<file path="config.mk">
export PLATFORM = sky130hd
export DESIGN_NAME = cim_mask_logic
export DESIGN_NICKNAME = d
export VERILOG_FILES = /design/src/hw/cim_pkg.sv /design/src/hw/cim_mask_logic.sv /design/src/hw/cim_pulse_gen.sv
export SDC_FILE = /design/constraint.sdc
export NUM_CORES = 1
export LEC_CHECK = 0
export ABC_AREA = 1
export BUFFER_PORTS_ARGS = -buffer_cell sky130_fd_sc_hd__buf_2
export CAP_MARGIN = 20
export CORE_UTILIZATION = 52
export CTS_CLUSTER_SIZE = 12
export DETAILED_ROUTE_END_ITERATION = 8
export PLACE_DENSITY = 0.85
export SETUP_SLACK_MARGIN = 0.3
export SLEW_MARGIN = 20
export SYNTH_ARGS = -nofsm -noshare
export SYNTH_HDL_FRONTEND = slang
export SYNTH_SLANG_ARGS = --single-unit
</file>
<file path="constraint.sdc">
create_clock -name core_clk -period 1.4 [get_ports core_clk]
set_input_delay 0.21 -clock core_clk [delete_from_list [all_inputs] [get_ports core_clk]]
set_output_delay 0.21 -clock core_clk [all_outputs]
set_load 0.05 [all_outputs]
</file>
<file path="src/hw/cim_pkg.sv">
// Constants for the charger interrupt mask logic.
package cim_pkg;
   localparam logic [7:0] MASK_A_ADDR    = 8'h23;
   localparam logic [7:0] MASK_B_ADDR    = 8'h24;
   localparam logic [7:0] FAULT_MASK_ADDR = 8'h25;
   localparam logic [7:0] MASK_RESET_VAL = 8'h00;
   localparam logic [7:0] MASK_B_WRITABLE = 8'h09;
   localparam logic [7:0] FAULT_WRITABLE  = 8'hf9;
   localparam int         A_ADC_DONE   = 6;
   localparam int         A_THERM_REG  = 5;
   localparam int         A_SYS_MIN    = 4;
   localparam int         A_CUR_LOOP   = 3;
   localparam int         A_VOLT_LOOP  = 2;
   localparam int         A_TIMER      = 1;
   localparam int         A_WATCHDOG   = 0;
   localparam int         B_CHARGE     = 3;
   localparam int         B_SUPPLY     = 0;
   localparam int         F_SUPPLY     = 7;
   localparam int         F_BATTERY    = 6;
   localparam int         F_SYSTEM     = 5;
   localparam int         F_BOOST      = 4;
   localparam int         F_DIE_THERMAL_SHUTDOWN      = 3;
   localparam int         F_TZONE      = 0;
   localparam int         EVENT_COUNT  = 24;
   localparam int         PULSE_NS     = 1000;
   localparam int         CLK_NS       = 10;
   localparam int         PULSE_CYCLES = PULSE_NS / CLK_NS;
   localparam logic [7:0] PULSE_LEN    = 8'(PULSE_CYCLES);
endpackage : cim_pkg

</file>
<file path="src/hw/cim_mask_logic.sv">
// Charger interrupt mask registers, event flags and interrupt pulse.
// What this block does
// - Conversion-done mask bit 6 clear lets one-shot conversion completion pulse interrupt.
// - Bit 5 clear lets entering thermal regulation interrupt; set blocks it.
// - Bit 4 clear lets entering or leaving system floor regulation interrupt.
// - Bit 3 governs current, limit pin and boost current loop entry.
// - Bit 1 governs fast, trickle and pre-charge safety timer expiry.
// - Bit 0 governs watchdog expiry interrupts.
// - Second mask bit 3 governs charge status change interrupts.
// - Second mask bit 0 governs bus supply status change interrupts.
// - Fault mask bit 7 governs supply overvoltage or sleep entry.
// - Fault mask bit 6 governs battery overcurrent or overvoltage faults.
// - Fault mask bit 5 governs system overvoltage or short faults.
// - Fault mask bit 4 governs boost reverse current and voltage faults.
// - Fault mask bit 3 governs thermal shutdown interrupts.
// - Fault mask bit 0 governs temperature zone change interrupts.
// - First mask byte resets to zero.
// - Flags set on a rising edge, or on any change for floor regulation, charge/supply status and temperature zone.
// - Conversion-done flag sets only in one-shot mode on completion.
`timescale 1ns/1ps
`default_nettype none
module cim_mask_logic (
   input  wire logic       core_clk,
   input  wire logic       reset,
   input  wire logic       regResetCmd,
   input  wire logic       regWrite,
   input  wire logic [7:0] regAddr,
   input  wire logic [7:0] regWdata,
   output logic      [7:0] regRdata,
   input  wire logic       adcOneShot,
   input  wire logic       adcConvDone,
   input  wire logic       die_thermal_regulation,
   input  wire logic       system_voltage_floor,
   input  wire logic       input_current_regulation,
   input  wire logic       external_current_limit_pin,
   input  wire logic       boost_current_regulation,
   input  wire logic       input_voltage_regulation,
   input  wire logic       boost_voltage_regulation,
   input  wire logic       safetyTimerExpired,
   input  wire logic       watchdogExpired,
   input  wire logic [2:0] chargeStatus,
   input  wire logic [2:0] supplyStatus,
   input  wire logic       supplyFault,
   input  wire logic       batteryFault,
   input  wire logic       systemFault,
   input  wire logic       boostFault,
   input  wire logic       die_thermal_shutdown,
   input  wire logic [2:0] tempZone,
   input  wire logic       flagClear,
   output logic      [7:0] chargerFlagA,
   output logic      [7:0] chargerFlagB,
   output logic      [7:0] faultFlag,
   output logic            intN
);
   logic [7:0] maskA_q;
   logic [7:0] maskB_q;
   logic [7:0] maskF_q;
   logic [7:0] flagA_q;
   logic [7:0] flagB_q;
   logic [7:0] flagF_q;
   logic [7:0] rdata_q;
   logic [7:0] evA;
   logic [7:0] evB;
   logic [7:0] evF;
   logic       anyUnmasked;
   logic       adcDone_q;
   logic       die_thermal_regulation_q;
   logic       sysMin_q;
   logic       curLoop_q;
   logic       voltLoop_q;
   logic       timer_q;
   logic       wdog_q;
   logic       supF_q;
   logic       batF_q;
   logic       sysF_q;
   logic       boostF_q;
   logic       die_thermal_shutdown_q;
   logic [2:0] chg_q;
   logic [2:0] sup_q;
   logic [2:0] tz_q;
   logic       curLoop;
   logic       voltLoop;
   logic [7:0] quietCnt_q;

   function automatic logic rise(input logic now, input logic was);
      rise = now & ~was;
   endfunction : rise

   assign curLoop  = input_current_regulation | external_current_limit_pin
                   | boost_current_regulation;
   assign voltLoop = input_voltage_regulation | boost_voltage_regulation;

   // Previous event levels for edge detection.
   always_ff @(posedge core_clk) begin
      if (reset) begin
         adcDone_q  <= 1'b0;
         die_thermal_regulation_q     <= 1'b0;
         sysMin_q   <= 1'b0;
         curLoop_q  <= 1'b0;
         voltLoop_q <= 1'b0;
         timer_q    <= 1'b0;
         wdog_q     <= 1'b0;
         supF_q     <= 1'b0;
         batF_q     <= 1'b0;
         sysF_q     <= 1'b0;
         boostF_q   <= 1'b0;
         die_thermal_shutdown_q    <= 1'b0;
         chg_q      <= 3'h0;
         sup_q      <= 3'h0;
         tz_q       <= 3'h0;
      end else begin
         adcDone_q  <= adcConvDone;
         die_thermal_regulation_q     <= die_thermal_regulation;
         sysMin_q   <= system_voltage_floor;
         curLoop_q  <= curLoop;
         voltLoop_q <= voltLoop;
         timer_q    <= safetyTimerExpired;
         wdog_q     <= watchdogExpired;
         supF_q     <= supplyFault;
         batF_q     <= batteryFault;
         sysF_q     <= systemFault;
         boostF_q   <= boostFault;
         die_thermal_shutdown_q    <= die_thermal_shutdown;
         chg_q      <= chargeStatus;
         sup_q      <= supplyStatus;
         tz_q       <= tempZone;
      end
   end

   // Event strobes, one cycle each.
   always_comb begin
      evA = 8'h00;
      evB = 8'h00;
      evF = 8'h00;
      evA[cim_pkg::A_ADC_DONE]  = rise(adcConvDone, adcDone_q) & adcOneShot;
      evA[cim_pkg::A_THERM_REG] = rise(die_thermal_regulation, die_thermal_regulation_q);
      evA[cim_pkg::A_SYS_MIN]   = system_voltage_floor ^ sysMin_q;
      evA[cim_pkg::A_CUR_LOOP]  = rise(curLoop, curLoop_q);
      evA[cim_pkg::A_VOLT_LOOP] = rise(voltLoop, voltLoop_q);
      evA[cim_pkg::A_TIMER]     = rise(safetyTimerExpired, timer_q);
      evA[cim_pkg::A_WATCHDOG]  = rise(watchdogExpired, wdog_q);
      evB[cim_pkg::B_CHARGE]    = chargeStatus != chg_q;
      evB[cim_pkg::B_SUPPLY]    = supplyStatus != sup_q;
      evF[cim_pkg::F_SUPPLY]    = rise(supplyFault, supF_q);
      evF[cim_pkg::F_BATTERY]   = rise(batteryFault, batF_q);
      evF[cim_pkg::F_SYSTEM]    = rise(systemFault, sysF_q);
      evF[cim_pkg::F_BOOST]     = rise(boostFault, boostF_q);
      evF[cim_pkg::F_DIE_THERMAL_SHUTDOWN]     = rise(die_thermal_shutdown, die_thermal_shutdown_q);
      evF[cim_pkg::F_TZONE]     = tempZone != tz_q;
   end

   // Mask registers, cleared by reset and by the register-reset command.
   always_ff @(posedge core_clk) begin
      if (reset || regResetCmd) begin
         maskA_q <= cim_pkg::MASK_RESET_VAL;
         maskB_q <= cim_pkg::MASK_RESET_VAL;
         maskF_q <= cim_pkg::MASK_RESET_VAL;
      end else if (regWrite) begin
         case (regAddr)
            cim_pkg::MASK_A_ADDR: begin
               maskA_q <= regWdata;
            end
            cim_pkg::MASK_B_ADDR: begin
               maskB_q <= regWdata & cim_pkg::MASK_B_WRITABLE;
            end
            cim_pkg::FAULT_MASK_ADDR: begin
               maskF_q <= regWdata & cim_pkg::FAULT_WRITABLE;
            end
            default: begin
            end
         endcase
      end
   end

   // Flags set regardless of mask; a new event wins over a clear.
   always_ff @(posedge core_clk) begin
      if (reset) begin
         flagA_q <= 8'h00;
         flagB_q <= 8'h00;
         flagF_q <= 8'h00;
      end else if (flagClear) begin
         flagA_q <= evA;
         flagB_q <= evB;
         flagF_q <= evF;
      end else begin
         flagA_q <= flagA_q | evA;
         flagB_q <= flagB_q | evB;
         flagF_q <= flagF_q | evF;
      end
   end

   // Registered read data.
   always_ff @(posedge core_clk) begin
      if (reset) begin
         rdata_q <= 8'h00;
      end else begin
         case (regAddr)
            cim_pkg::MASK_A_ADDR:     rdata_q <= maskA_q;
            cim_pkg::MASK_B_ADDR:     rdata_q <= maskB_q;
            cim_pkg::FAULT_MASK_ADDR: rdata_q <= maskF_q;
            default:                  rdata_q <= 8'h00;
         endcase
      end
   end

   assign anyUnmasked = |((evA & ~maskA_q) | (evB & ~maskB_q) | (evF & ~maskF_q));

   // Cycles since the last unmasked event, saturating, so the pulse checks can time it.
   always_ff @(posedge core_clk) begin
      if (reset) begin
         quietCnt_q <= 8'hff;
      end else if (anyUnmasked) begin
         quietCnt_q <= 8'h00;
      end else if (quietCnt_q != 8'hff) begin
         quietCnt_q <= quietCnt_q + 8'h01;
      end
   end

   cim_pulse_gen uPulse (
      .core_clk (core_clk),
      .reset    (reset),
      .trigger  (anyUnmasked),
      .pulseN   (intN)
   );

   assign regRdata     = rdata_q;
   assign chargerFlagA = flagA_q;
   assign chargerFlagB = flagB_q;
   assign faultFlag    = flagF_q;

   a_masked_no_pulse: assert property (@(posedge core_clk) disable iff (reset)
      (intN && $stable(intN) && ((evA & ~maskA_q) == 8'h00) && ((evB & ~maskB_q) == 8'h00)
       && ((evF & ~maskF_q) == 8'h00)) |=> intN)
      else $error("Interrupt pulse without unmasked event.");
   a_unmasked_pulse: assert property (@(posedge core_clk) disable iff (reset)
      anyUnmasked |=> !intN [*8])
      else $error("Unmasked event gave no interrupt pulse.");
   a_flag_sets: assert property (@(posedge core_clk) disable iff (reset)
      (evA[cim_pkg::A_WATCHDOG] && !flagClear) |=> chargerFlagA[cim_pkg::A_WATCHDOG])
      else $error("Watchdog flag not set on event.");
   a_adc_oneshot: assert property (@(posedge core_clk) disable iff (reset)
      (!adcOneShot && !flagClear && !chargerFlagA[cim_pkg::A_ADC_DONE])
      |=> !chargerFlagA[cim_pkg::A_ADC_DONE])
      else $error("Conversion flag set outside one-shot mode.");
   a_reserved_zero: assert property (@(posedge core_clk) disable iff (reset)
      ((maskB_q & ~cim_pkg::MASK_B_WRITABLE) == 8'h00)
      && ((maskF_q & ~cim_pkg::FAULT_WRITABLE) == 8'h00))
      else $error("Reserved mask bit is set.");
   a_regreset_clears: assert property (@(posedge core_clk) disable iff (reset)
      regResetCmd |=> (maskA_q == 8'h00) && (maskB_q == 8'h00) && (maskF_q == 8'h00))
      else $error("Register reset left a mask set.");
   a_sysmin_exit: assert property (@(posedge core_clk) disable iff (reset)
      ($fell(system_voltage_floor) && !maskA_q[cim_pkg::A_SYS_MIN]) |=> !intN)
      else $error("Leaving floor regulation gave no pulse.");
   a_pulse_ends: assert property (@(posedge core_clk) disable iff (reset)
      (quietCnt_q >= cim_pkg::PULSE_LEN) |-> intN)
      else $error("Interrupt pulse too long.");
   a_pulse_holds: assert property (@(posedge core_clk) disable iff (reset)
      (quietCnt_q < cim_pkg::PULSE_LEN) |-> !intN)
      else $error("Interrupt pulse ended early.");
   a_adc_pulse: assert property (@(posedge core_clk) disable iff (reset)
      ($rose(adcConvDone) && adcOneShot && !maskA_q[cim_pkg::A_ADC_DONE]) |=> !intN)
      else $error("Conversion done gave no pulse.");
   a_therm_pulse: assert property (@(posedge core_clk) disable iff (reset)
      ($rose(die_thermal_regulation) && !maskA_q[cim_pkg::A_THERM_REG]) |=> !intN)
      else $error("Thermal regulation entry gave no pulse.");
   a_sysmin_entry: assert property (@(posedge core_clk) disable iff (reset)
      ($rose(system_voltage_floor) && !maskA_q[cim_pkg::A_SYS_MIN]) |=> !intN)
      else $error("Entering floor regulation gave no pulse.");
   a_curloop_pulse: assert property (@(posedge core_clk) disable iff (reset)
      ($rose(curLoop) && !maskA_q[cim_pkg::A_CUR_LOOP]) |=> !intN)
      else $error("Current loop entry gave no pulse.");
   a_voltloop_pulse: assert property (@(posedge core_clk) disable iff (reset)
      ($rose(voltLoop) && !maskA_q[cim_pkg::A_VOLT_LOOP]) |=> !intN)
      else $error("Voltage loop entry gave no pulse.");
   a_timer_pulse: assert property (@(posedge core_clk) disable iff (reset)
      ($rose(safetyTimerExpired) && !maskA_q[cim_pkg::A_TIMER]) |=> !intN)
      else $error("Safety timer expiry gave no pulse.");
   a_wdog_pulse: assert property (@(posedge core_clk) disable iff (reset)
      ($rose(watchdogExpired) && !maskA_q[cim_pkg::A_WATCHDOG]) |=> !intN)
      else $error("Watchdog expiry gave no pulse.");
   a_charge_pulse: assert property (@(posedge core_clk) disable iff (reset)
      ($changed(chargeStatus) && !maskB_q[cim_pkg::B_CHARGE]) |=> !intN)
      else $error("Charge status change gave no pulse.");
   a_supply_pulse: assert property (@(posedge core_clk) disable iff (reset)
      ($changed(supplyStatus) && !maskB_q[cim_pkg::B_SUPPLY]) |=> !intN)
      else $error("Supply status change gave no pulse.");
   a_supply_fault: assert property (@(posedge core_clk) disable iff (reset)
      ($rose(supplyFault) && !maskF_q[cim_pkg::F_SUPPLY]) |=> !intN)
      else $error("Supply fault gave no pulse.");
   a_battery_fault: assert property (@(posedge core_clk) disable iff (reset)
      ($rose(batteryFault) && !maskF_q[cim_pkg::F_BATTERY]) |=> !intN)
      else $error("Battery fault gave no pulse.");
   a_system_fault: assert property (@(posedge core_clk) disable iff (reset)
      ($rose(systemFault) && !maskF_q[cim_pkg::F_SYSTEM]) |=> !intN)
      else $error("System fault gave no pulse.");
   a_boost_fault: assert property (@(posedge core_clk) disable iff (reset)
      ($rose(boostFault) && !maskF_q[cim_pkg::F_BOOST]) |=> !intN)
      else $error("Boost fault gave no pulse.");
   a_die_thermal_shutdown_pulse: assert property (@(posedge core_clk) disable iff (reset)
      ($rose(die_thermal_shutdown) && !maskF_q[cim_pkg::F_DIE_THERMAL_SHUTDOWN]) |=> !intN)
      else $error("Thermal shutdown gave no pulse.");
   a_zone_pulse: assert property (@(posedge core_clk) disable iff (reset)
      ($changed(tempZone) && !maskF_q[cim_pkg::F_TZONE]) |=> !intN)
      else $error("Temperature zone change gave no pulse.");
   a_clear_keeps: assert property (@(posedge core_clk) disable iff (reset)
      flagClear |=> (chargerFlagA == $past(evA)) && (chargerFlagB == $past(evB))
      && (faultFlag == $past(evF)))
      else $error("Flag clear lost a same-cycle event.");
endmodule : cim_mask_logic
`default_nettype wire

</file>
<file path="src/hw/cim_pulse_gen.sv">
// Fixed-length active-low pulse generator.
`timescale 1ns/1ps
`default_nettype none
module cim_pulse_gen (
   input  wire logic core_clk,
   input  wire logic reset,
   input  wire logic trigger,
   output logic      pulseN
);
   logic [7:0] count_q;

   // A trigger during a pulse restarts it.
   always_ff @(posedge core_clk) begin
      if (reset) begin
         count_q <= 8'h00;
      end else if (trigger) begin
         count_q <= cim_pkg::PULSE_LEN;
      end else if (count_q != 8'h00) begin
         count_q <= count_q - 8'h01;
      end
   end

   assign pulseN = (count_q == 8'h00);
endmodule : cim_pulse_gen
`default_nettype wire

</file>
==> results of run 1 <==
-- what timing repair did --
item                                   CTS  global route
pin swaps                                7            11
endpoints found under the hold margin    0             0
gates cloned                             0             0
buffers inserted                         7             1
gates resized for setup                 47            45
setup endpoints to repair               32            32
-- cell usage in the layout (no fill, tap or decap), drive strengths merged --
cell type and count:
o21ai 16, ha 1, dfxtp 68, nand4 1
or2 5, nor3 9, clkinvlp 1, clkbuf 13
a21oi 37, conb 9, xnor2 4, nor2 56
xor2 1, nand2 77, nand3 25, a211oi 3
buf 84, o22ai 1, inv 73
-- cell usage after synthesis (2+ instances only) --
library cell  count  area, sq um
inv_1            68          255
or2_2             4         25.0
o21ai_0          11         55.1
inv_2             4         15.0
a21oi_1          36          180
a211oi_2          2         25.0
xnor2_1           4         35.0
buf_4             9         67.6
nor3_2            3         30.0
clkbuf_1          2         7.51
nand2_1          75          282
buf_1             3         11.3
nand3_1          25          125
nor2_1           54          203
dfxtp_1          68         1360
nor3_1            6         30.0
nand2_2           2         12.5
o21ai_1           4         20.0
-- area by class of cell --
class                      count  area (sq um)
timing repair buffer          84           594
multi-input combinational    245          1320
fill                         373          1360
sequential                    68          1380
clock inverter                 1          7.51
inverter                      73           284
clock buffer                  13           169
tap                           70          87.6
-- per-stage QoR --
| stage | cell area, sq um | setup WS (ps) | cells |
|---|---|---|---|
| 5_1_grt | 3840 | -201 | 554 |
| 3_5_place_dp | 3330 | 3.81 | 532 |
| 6_report | 3840 | -140 | 554 |
| 4_1_cts | 3690 | -123 | 553 |
| 2_1_floorplan | 2930 | 167 | 402 |
| 3_3_place_gp | 3330 | 46.9 | 532 |
-- logic make-up (layout without fill, tap and decap cells) --
family / count (synthesis) / after routing / synth area share [%]
AO/OA/AOI/OAI: 57 / 57 / 10.9
XOR/XNOR: 5 / 5 / 1.54
adder cells (fa/ha/maj): 1 / 1 / 0.439
buffers and inverters: 89 / 171 / 13.3
flip-flops: 68 / 68 / 47.8
other: 1 / 9 / 0.132
AND/OR/NAND/NOR: 173 / 173 / 25.9
-- how the worst min path moves through the flow --
| stage | start | endpoint | slack (ps) | cells past startpoint |
|---|---|---|---|---|
| 2_1_floorplan | batteryFault | batF_q | 320 | 2 |
| 6_report | adcConvDone | adcDone_q | 80 | 3 |
| 3_3_place_gp | adcConvDone | adcDone_q | 420 | 3 |
| 3_5_place_dp | adcConvDone | adcDone_q | 430 | 3 |
| 4_1_cts | die_thermal_shutdown | die_thermal_shutdown_q | 70 | 3 |
| 5_1_grt | die_thermal_shutdown | die_thermal_shutdown_q | 90 | 3 |
-- registers in the layout, summed over array words and instances (netlist names), 3 cells and up --
name,count
faultFlag,6
sup_q,3
chargerFlagA,7
uPulse.count_q,8
maskA_q,8
maskF_q,6
tz_q,3
regRdata,8
chg_q,3
-- per-layer routing --
metal / track usage [%] / wire length, um
met1: 28.4 / 2810
met2: 41.5 / 3460
met3: 6.23 / 418
met4: 15.8 / 258
met5: 0 / 0
-- power breakdown --
| group | leakage [nW] | switching, W | total (W) | internal [W] |
|---|---|---|---|---|
| Clock | 0.0876 | 0.000685 | 0.00145 | 0.000769 |
| Combinational | 1.20 | 0.000399 | 0.000617 | 0.000218 |
| Sequential | 0.563 | 0.0000389 | 0.00205 | 0.00201 |
-- critical path: stages, from the launching register on --
cell	delay [ps]
dfxtp_1	310
inv_2	80
ha_4	160
nand2_4	60
nor2_4	110
nand2_4	80
inv_8	60
buf_8	130
==> results.sh, run 1 <==
export IMPL_hold_violations=0
export IMPL_layout_setup_ws_ps=-140
export IMPL_grt_pass1_wl_um=11400
export IMPL_setup_violations=1
export IMPL_slew_violations=0
export IMPL_synth_edf_count=0
export IMPL_htreeDepth=3
export IMPL_violations="setup timing"
export IMPL_path_class="reg -> out"
export IMPL_cts_hold_buffers_added=0
export IMPL_die_x_um=76.0
export IMPL_synthDistinctLibCells=32
export IMPL_crit_end="intN"
export IMPL_ys_dominant_reg_cell="dfxtp_1"
export IMPL_vias_per_cell=4.92
export IMPL_synth_seq_cells=68
export IMPL_worstReg2RegEnd="uPulse.count_q[6]"
export IMPL_drv_cap=0
export IMPL_run_status="complete, but fails checks"
export IMPL_grt_max_degree=42
export IMPL_track_usage_pct=24.9
export IMPL_io_buffers=69
export IMPL_worstHoldPathType="in -> reg"
export IMPL_clkTransAtPathRegs_ps=60
export IMPL_ant_nets=0
export IMPL_tritoncts="built"
export IMPL_cp_required_ps=1190
export IMPL_startpoint_type="register"
export IMPL_syn_area_per_cell_sq_um=7.23
export IMPL_peakVddDrop_mv=0.614
export IMPL_r2r_start="uPulse.count_q[0]"
export IMPL_fin_crit_sh_pct=110
export IMPL_fp_row_count=26
export IMPL_nets=528
export IMPL_post_drt_wl_per_cell_um=12.5
export IMPL_fin_util_pct=73.8
export IMPL_synthArstFlopShare_pct=0
export IMPL_num_vias=2723
export IMPL_io_pins=79
export IMPL_initialDrtViolationCount=151
export IMPL_worstSetupEndpointType="output port"
export IMPL_worst_r2r_setup_slack_ps=60
export IMPL_antenna_found_initial=0
export IMPL_initial_core_util_pct=54.7
export IMPL_max_freq_ghz=0.649
export IMPL_grt_overflow=0
export IMPL_cp_startpoint="uPulse.count_q[0]"
export IMPL_clockRootBuffer="clkbuf_8"
export IMPL_whs_ps=80.0
export IMPL_r2r_cells=10
export IMPL_ctsLongestPathBuffers=2
export IMPL_total_power_w=0.00412
export IMPL_critPathArrivalTime_ps=1330
export IMPL_tns_ps=-140
export IMPL_critPathMaxFanout=2
export IMPL_skew_ps=10.3
export IMPL_core_area_sq_mm=0.00520
export IMPL_syn_inst=394
export IMPL_areaGrowthSynthToFinish_pct=34.8
export IMPL_grt_pass1_vias=2630
export IMPL_die_area_sq_mm=0.00578
export IMPL_dp_hpwl_um=4780
export IMPL_drc=0
export IMPL_yosysSeqAreaShare_pct=47.8
export IMPL_n_antenna_cell=0
export IMPL_yosysWarnings=0
export IMPL_clock_latency_ps=350
export IMPL_fin_crit_ps=1540
export IMPL_post_route_cells_drive_above_1_share_pct=33.9
export IMPL_leakage_nw=1.85
export IMPL_dr_pass1_iters=4
export IMPL_p_per_area_mw_per_mm2=1070
export IMPL_numCtsBuffers=9
export IMPL_routed_wirelength_um=6940
export IMPL_place_congestion=0.886
export IMPL_die_height_um=76.0
export IMPL_rsz0062_at_grt="true"
export IMPL_clock_sinks=68
export IMPL_synth_cell_area_sq_mm=0.00285
Note: power is estimated with default switching activity, not from simulation.
==> run 2: changes to the inputs <==
- CTS_CLUSTER_DIAMETER: unset -> 150
- PLACE_DENSITY: 0.85 -> 0.9
==> results.sh, run 2 (synthesized netlist as in run 1, its figures left out) <==
export IMPL_post_drt_wl_per_cell_um=13.1
export IMPL_max_freq_ghz=0.657
export IMPL_htreeDepth=3
export IMPL_layout_common_cells="70 x nand2_1, 64 x inv_1, 53 x dfxtp_1, 47 x nor2_1, 45 x buf_2"
export IMPL_leakage_nw=1.84
export IMPL_hold_violations=0
export IMPL_post_route_cells_drive_above_1_share_pct=34.0
export IMPL_place_congestion=0.897
export IMPL_dp_hpwl_um=5030
export IMPL_run_status="complete, but fails checks"
export IMPL_num_vias=2751
export IMPL_drv_cap=0
export IMPL_skew_ps=7.96
export IMPL_cp_common_cell="nand2_4"
export IMPL_layout_setup_ws_ps=-122
export IMPL_core_area_sq_mm=0.00520
export IMPL_cpPeakStageDelay_ps=320
export IMPL_finish_instance_area_sq_mm=0.00383
export IMPL_path_class="reg -> out"
export IMPL_track_usage_pct=25.9
export IMPL_grt_max_degree=18
export IMPL_peakVddDrop_mv=0.828
export IMPL_fin_crit_ps=1520
export IMPL_worstHoldPathType="in -> reg"
export IMPL_numCtsBuffers=9
export IMPL_grt_pass1_wl_um=11700
export IMPL_violations="setup timing"
export IMPL_cp_required_ps=1190
export IMPL_initial_core_util_pct=54.7
export IMPL_whs_ps=85.5
export IMPL_slowest_stage="dfxtp_2"
export IMPL_fin_util_pct=73.6
export IMPL_die_height_um=76.0
export IMPL_die_area_sq_mm=0.00578
export IMPL_grt_overflow=0
export IMPL_critPathArrivalTime_ps=1310
export IMPL_ant_nets=0
export IMPL_n_antenna_cell=0
export IMPL_p_per_area_mw_per_mm2=1070
export IMPL_vias_per_cell=4.95
export IMPL_grt_pass1_vias=2663
export IMPL_die_x_um=76.0
export IMPL_final_cells=556
export IMPL_antenna_found_initial=0
export IMPL_clockRootBuffer="clkbuf_8"
export IMPL_critPathMaxFanout=2
export IMPL_slew_violations=0
export IMPL_nets=529
export IMPL_io_buffers=69
export IMPL_placedCellCount=534
export IMPL_initialDrtViolationCount=119
export IMPL_startpoint_type="register"
export IMPL_placed_area_sq_mm=0.00333
export IMPL_mostFrequentLayoutCell="nand2_1"
export IMPL_ctsLongestPathBuffers=2
export IMPL_crit_chain="inv_2 > ha_4 > nand2_4 > nor2_4 > nand2_4 > inv_8 > buf_8"
export IMPL_rsz0062_at_grt="true"
export IMPL_setup_violations=3
export IMPL_worstSetupEndpointType="output port"
export IMPL_cts_hold_buffers_added=0
export IMPL_clock_latency_ps=340
export IMPL_fp_row_count=26
export IMPL_clock_sinks=68
export IMPL_areaGrowthSynthToFinish_pct=34.5
export IMPL_tritoncts="built"
export IMPL_fillers=403
export IMPL_clkTransAtPathRegs_ps=70
export IMPL_fin_crit_sh_pct=109
export IMPL_routed_wirelength_um=7300
export IMPL_dr_pass1_iters=4
export IMPL_drc=0
export IMPL_io_pins=79
export IMPL_total_power_w=0.00409
run 2: changes by cell type in the layout (fill, tap and decap cells not counted), moves of 2 or more:
| cell | change |
|---|---|
| nand3_1 | -4 |
| nand3_2 | +4 |
| nor2_4 | -2 |
| clkbuf_1 | +2 |
run 2: worst max-delay path: cells and delay by family (launching register included):
kind / cells / cell delay [ps]
buf+inv: 3 / 260
simple gates: 3 / 240
fa+ha+maj: 1 / 150
flops: 1 / 320
run 2: worst paths after layout:
check	startpoint	end	slack (ps)	cells after the start
worst min register to register	maskA_q[1]	maskA_q[1]	470	2
worst max-delay path	uPulse.count_q[0]	intN	-120	7
worst min-delay path	systemFault	sysF_q	90	3
worst max register to register	uPulse.count_q[0]	uPulse.count_q[2]	-20	11
run 2: through the flow:
step | setup WS, ps | setup TNS [ps]
final | -122 | -141
after floorplan | 167 | 0
after global routing | -185 | -743
after detailed placement | -31.5 | -31.5
after global placement | 44.6 | 0
after CTS | -126 | -126
run 2: layout make-up:
type	count	area (sq um)	share of cell area, %
flip-flops and latches	68	1380	36.0
multi-input cells	245	1320	34.4
repair buffers	85	593	15.5
inverters	73	284	7.41
clock buffers	14	163	4.25
well taps	70	87.6	2.29
clock inverters	1	7.51	0.196
run 2: power by group:
| part | internal (W) | switching, W |
|---|---|---|
| combinational | 0.000220 | 0.000404 |
| sequential | 0.00201 | 0.0000410 |
| clock | 0.000732 | 0.000681 |
run 2: timing repair:
item,CTS,global route
pin swaps,10,10
buffers inserted,5,2
setup endpoints to repair,32,26
gates resized for setup,53,38
run 2: layer usage:
layer / up-vias / track usage [%] / part of all wire, %
met5: - / 0 / 0
met4: 0 / 17.3 / 4.9
met3: 34 / 6.11 / 5.5
met2: 107 / 45.4 / 51
met1: 1237 / 27.7 / 39
li1: 1373 / - / -
==> run 3: changes to the inputs <==
- clock period: 1.4 -> 1.65 ns (I/O delays scaled with it)
==> results.sh, run 3 (synthesized netlist as in run 1, its figures left out) <==
export IMPL_hold_violations=0
export IMPL_min_path_cells=3
export IMPL_whs_ps=114
export IMPL_hold_path_end="wdog_q"
export IMPL_grt_use_met3_pct=8.14
export IMPL_antenna_found_initial=0
export IMPL_die_x_um=76.0
export IMPL_rsz0062_at_grt="true"
export IMPL_p_per_area_mw_per_mm2=1080
export IMPL_cp_startpoint="uPulse.count_q[1]"
export IMPL_max_freq_ghz=0.631
export IMPL_slew_violations=0
export IMPL_areaGrowthSynthToFinish_pct=31.8
export IMPL_worst_r2r_setup_slack_ps=210
export IMPL_multi_input_area_sq_mm=0.00129
export IMPL_routed_wirelength_um=7250
export IMPL_htreeDepth=3
export IMPL_mostFrequentLayoutCell="buf_2"
export IMPL_num_vias=2740
export IMPL_worstHoldPathType="in -> reg"
export IMPL_cts_hold_buffers_added=0
export IMPL_fp_row_count=26
export IMPL_grt_max_degree=17
export IMPL_tritoncts="built"
export IMPL_path_class="reg -> out"
export IMPL_grt_overflow=0
export IMPL_fin_crit_ps=1580
export IMPL_nets=526
export IMPL_grt_pass1_wl_um=11600
export IMPL_dp_hpwl_um=4780
export IMPL_post_drt_wl_per_cell_um=13.1
export IMPL_post_route_cells_drive_above_1_share_pct=32.6
export IMPL_track_usage_pct=25.7
export IMPL_initial_core_util_pct=54.7
export IMPL_drv_cap=0
export IMPL_fillers=410
export IMPL_met1_usage_pct=27.2
export IMPL_ant_nets=0
export IMPL_worstReg2RegEnd="uPulse.count_q[2]"
export IMPL_clkTransAtPathRegs_ps=70
export IMPL_die_area_sq_mm=0.00578
export IMPL_io_buffers=69
export IMPL_worstHoldStart="watchdogExpired"
export IMPL_initialDrtViolationCount=124
export IMPL_worstSetupEndpointType="output port"
export IMPL_r2r_cells=9
export IMPL_grt_pass1_vias=2611
export IMPL_n_antenna_cell=0
export IMPL_numCtsBuffers=9
export IMPL_vias_per_cell=4.95
export IMPL_clock_latency_ps=350
export IMPL_cp_required_ps=1400
export IMPL_leakage_nw=1.81
export IMPL_critPathArrivalTime_ps=1340
export IMPL_crit_chain="inv_2 > ha_4 > nand2_4 > nor2_4 > nand2_4 > inv_6 > buf_8"
export IMPL_io_pins=79
export IMPL_peakVddDrop_mv=0.847
export IMPL_cp_common_cell="nand2_4"
export IMPL_slowest_stage="dfxtp_2"
export IMPL_tns_ps=0
export IMPL_place_congestion=0.881
export IMPL_run_status="completed"
export IMPL_layout_common_cells="68 x buf_2, 67 x nand2_1, 63 x inv_1, 62 x dfxtp_1, 46 x nor2_1"
export IMPL_grt_busiest_layer="met2"
export IMPL_drc=0
export IMPL_startpoint_type="register"
export IMPL_core_area_sq_mm=0.00520
export IMPL_setup_violations=0
export IMPL_clockRootBuffer="clkbuf_8"
export IMPL_skew_ps=6.72
export IMPL_dr_pass1_iters=5
export IMPL_clock_sinks=68
export IMPL_critPathMaxFanout=2
export IMPL_fin_crit_sh_pct=96.0
export IMPL_met2_usage_pct=46.8
export IMPL_area_sequential_sq_mm=0.00137
export IMPL_die_height_um=76.0
export IMPL_cpPeakStageDelay_ps=330
export IMPL_ctsLongestPathBuffers=2
export IMPL_r2r_start="uPulse.count_q[1]"
==> run 3: cell types whose count changed in the layout (fill, tap and decap cells not counted), moves of 3 or more <==
cell and delta:
nand2_2 +5, buf_6 -16, buf_2 +23, dfxtp_2 -9, buf_4 -10, dfxtp_1 +9, nand2_1 -3, clkbuf_1 -3
bufinv_16 +4
==> run 3: cell type report <==
class                           count  share of cell area, %
Clock buffer                       10                   3.67
Clock inverter                      6                   3.60
Inverter                           73                   7.50
Multi-Input combinational cell    245                   34.4
Sequential cell                    68                   36.5
Tap cell                           70                   2.33
Timing Repair Buffer               82                   12.1
==> run 3: how the worst max path moves through the flow <==
stage | end | slack (ps) | cells after the start
3_3_place_gp | intN | 170 | 7
4_1_cts | intN | 40 | 7
2_1_floorplan | uPulse.count_q[1] | 320 | 9
6_report | intN | 70 | 7
3_5_place_dp | intN | 80 | 7
5_1_grt | intN | 20 | 6
==> run 3: through the flow <==
stage	area (sq um)	utilization (%)	std cells	setup WS (ps)	power [W]
after global placement	3260	62.6	530	172	0.00219
after floorplan	2890	-	402	317	0.00208
after global routing	3750	72.1	554	24.5	0.00419
after CTS	3640	69.9	552	38.9	0.00404
after detailed placement	3260	62.6	530	78.4	0.00221
final	3750	72.1	554	65.7	0.00405
==> run 3: timing repair <==
item / in CTS / in global routing
resized for setup: 17 / 33
setup buffers: 6 / 2
setup endpoints to repair: 9 / 9
pin swaps: 3 / 13
==> run 3: metal layers <==
metal | part of all wire, % | wire length [um]
met1 | 39 | 2830
met2 | 53 | 3820
met3 | 5.1 | 371
met4 | 3.1 | 226
met5 | 0 | 0
==> run 3: worst max-delay path, delay by kind of cell (launching register included) <==
kind	cells	cell delay, ps
and+or+nand+nor	3	240
buffers and inverters	3	260
DFF	1	330
adders and majority gates	1	150
==> run 3: power breakdown <==
| group | leakage, nW | internal [W] | switching (W) |
|---|---|---|---|
| combinational | 1.12 | 0.000150 | 0.000340 |
| sequential | 0.562 | 0.00170 | 0.0000278 |
| clock | 0.129 | 0.00120 | 0.000635 |
| total | 1.81 | 0.00305 | 0.00100 |
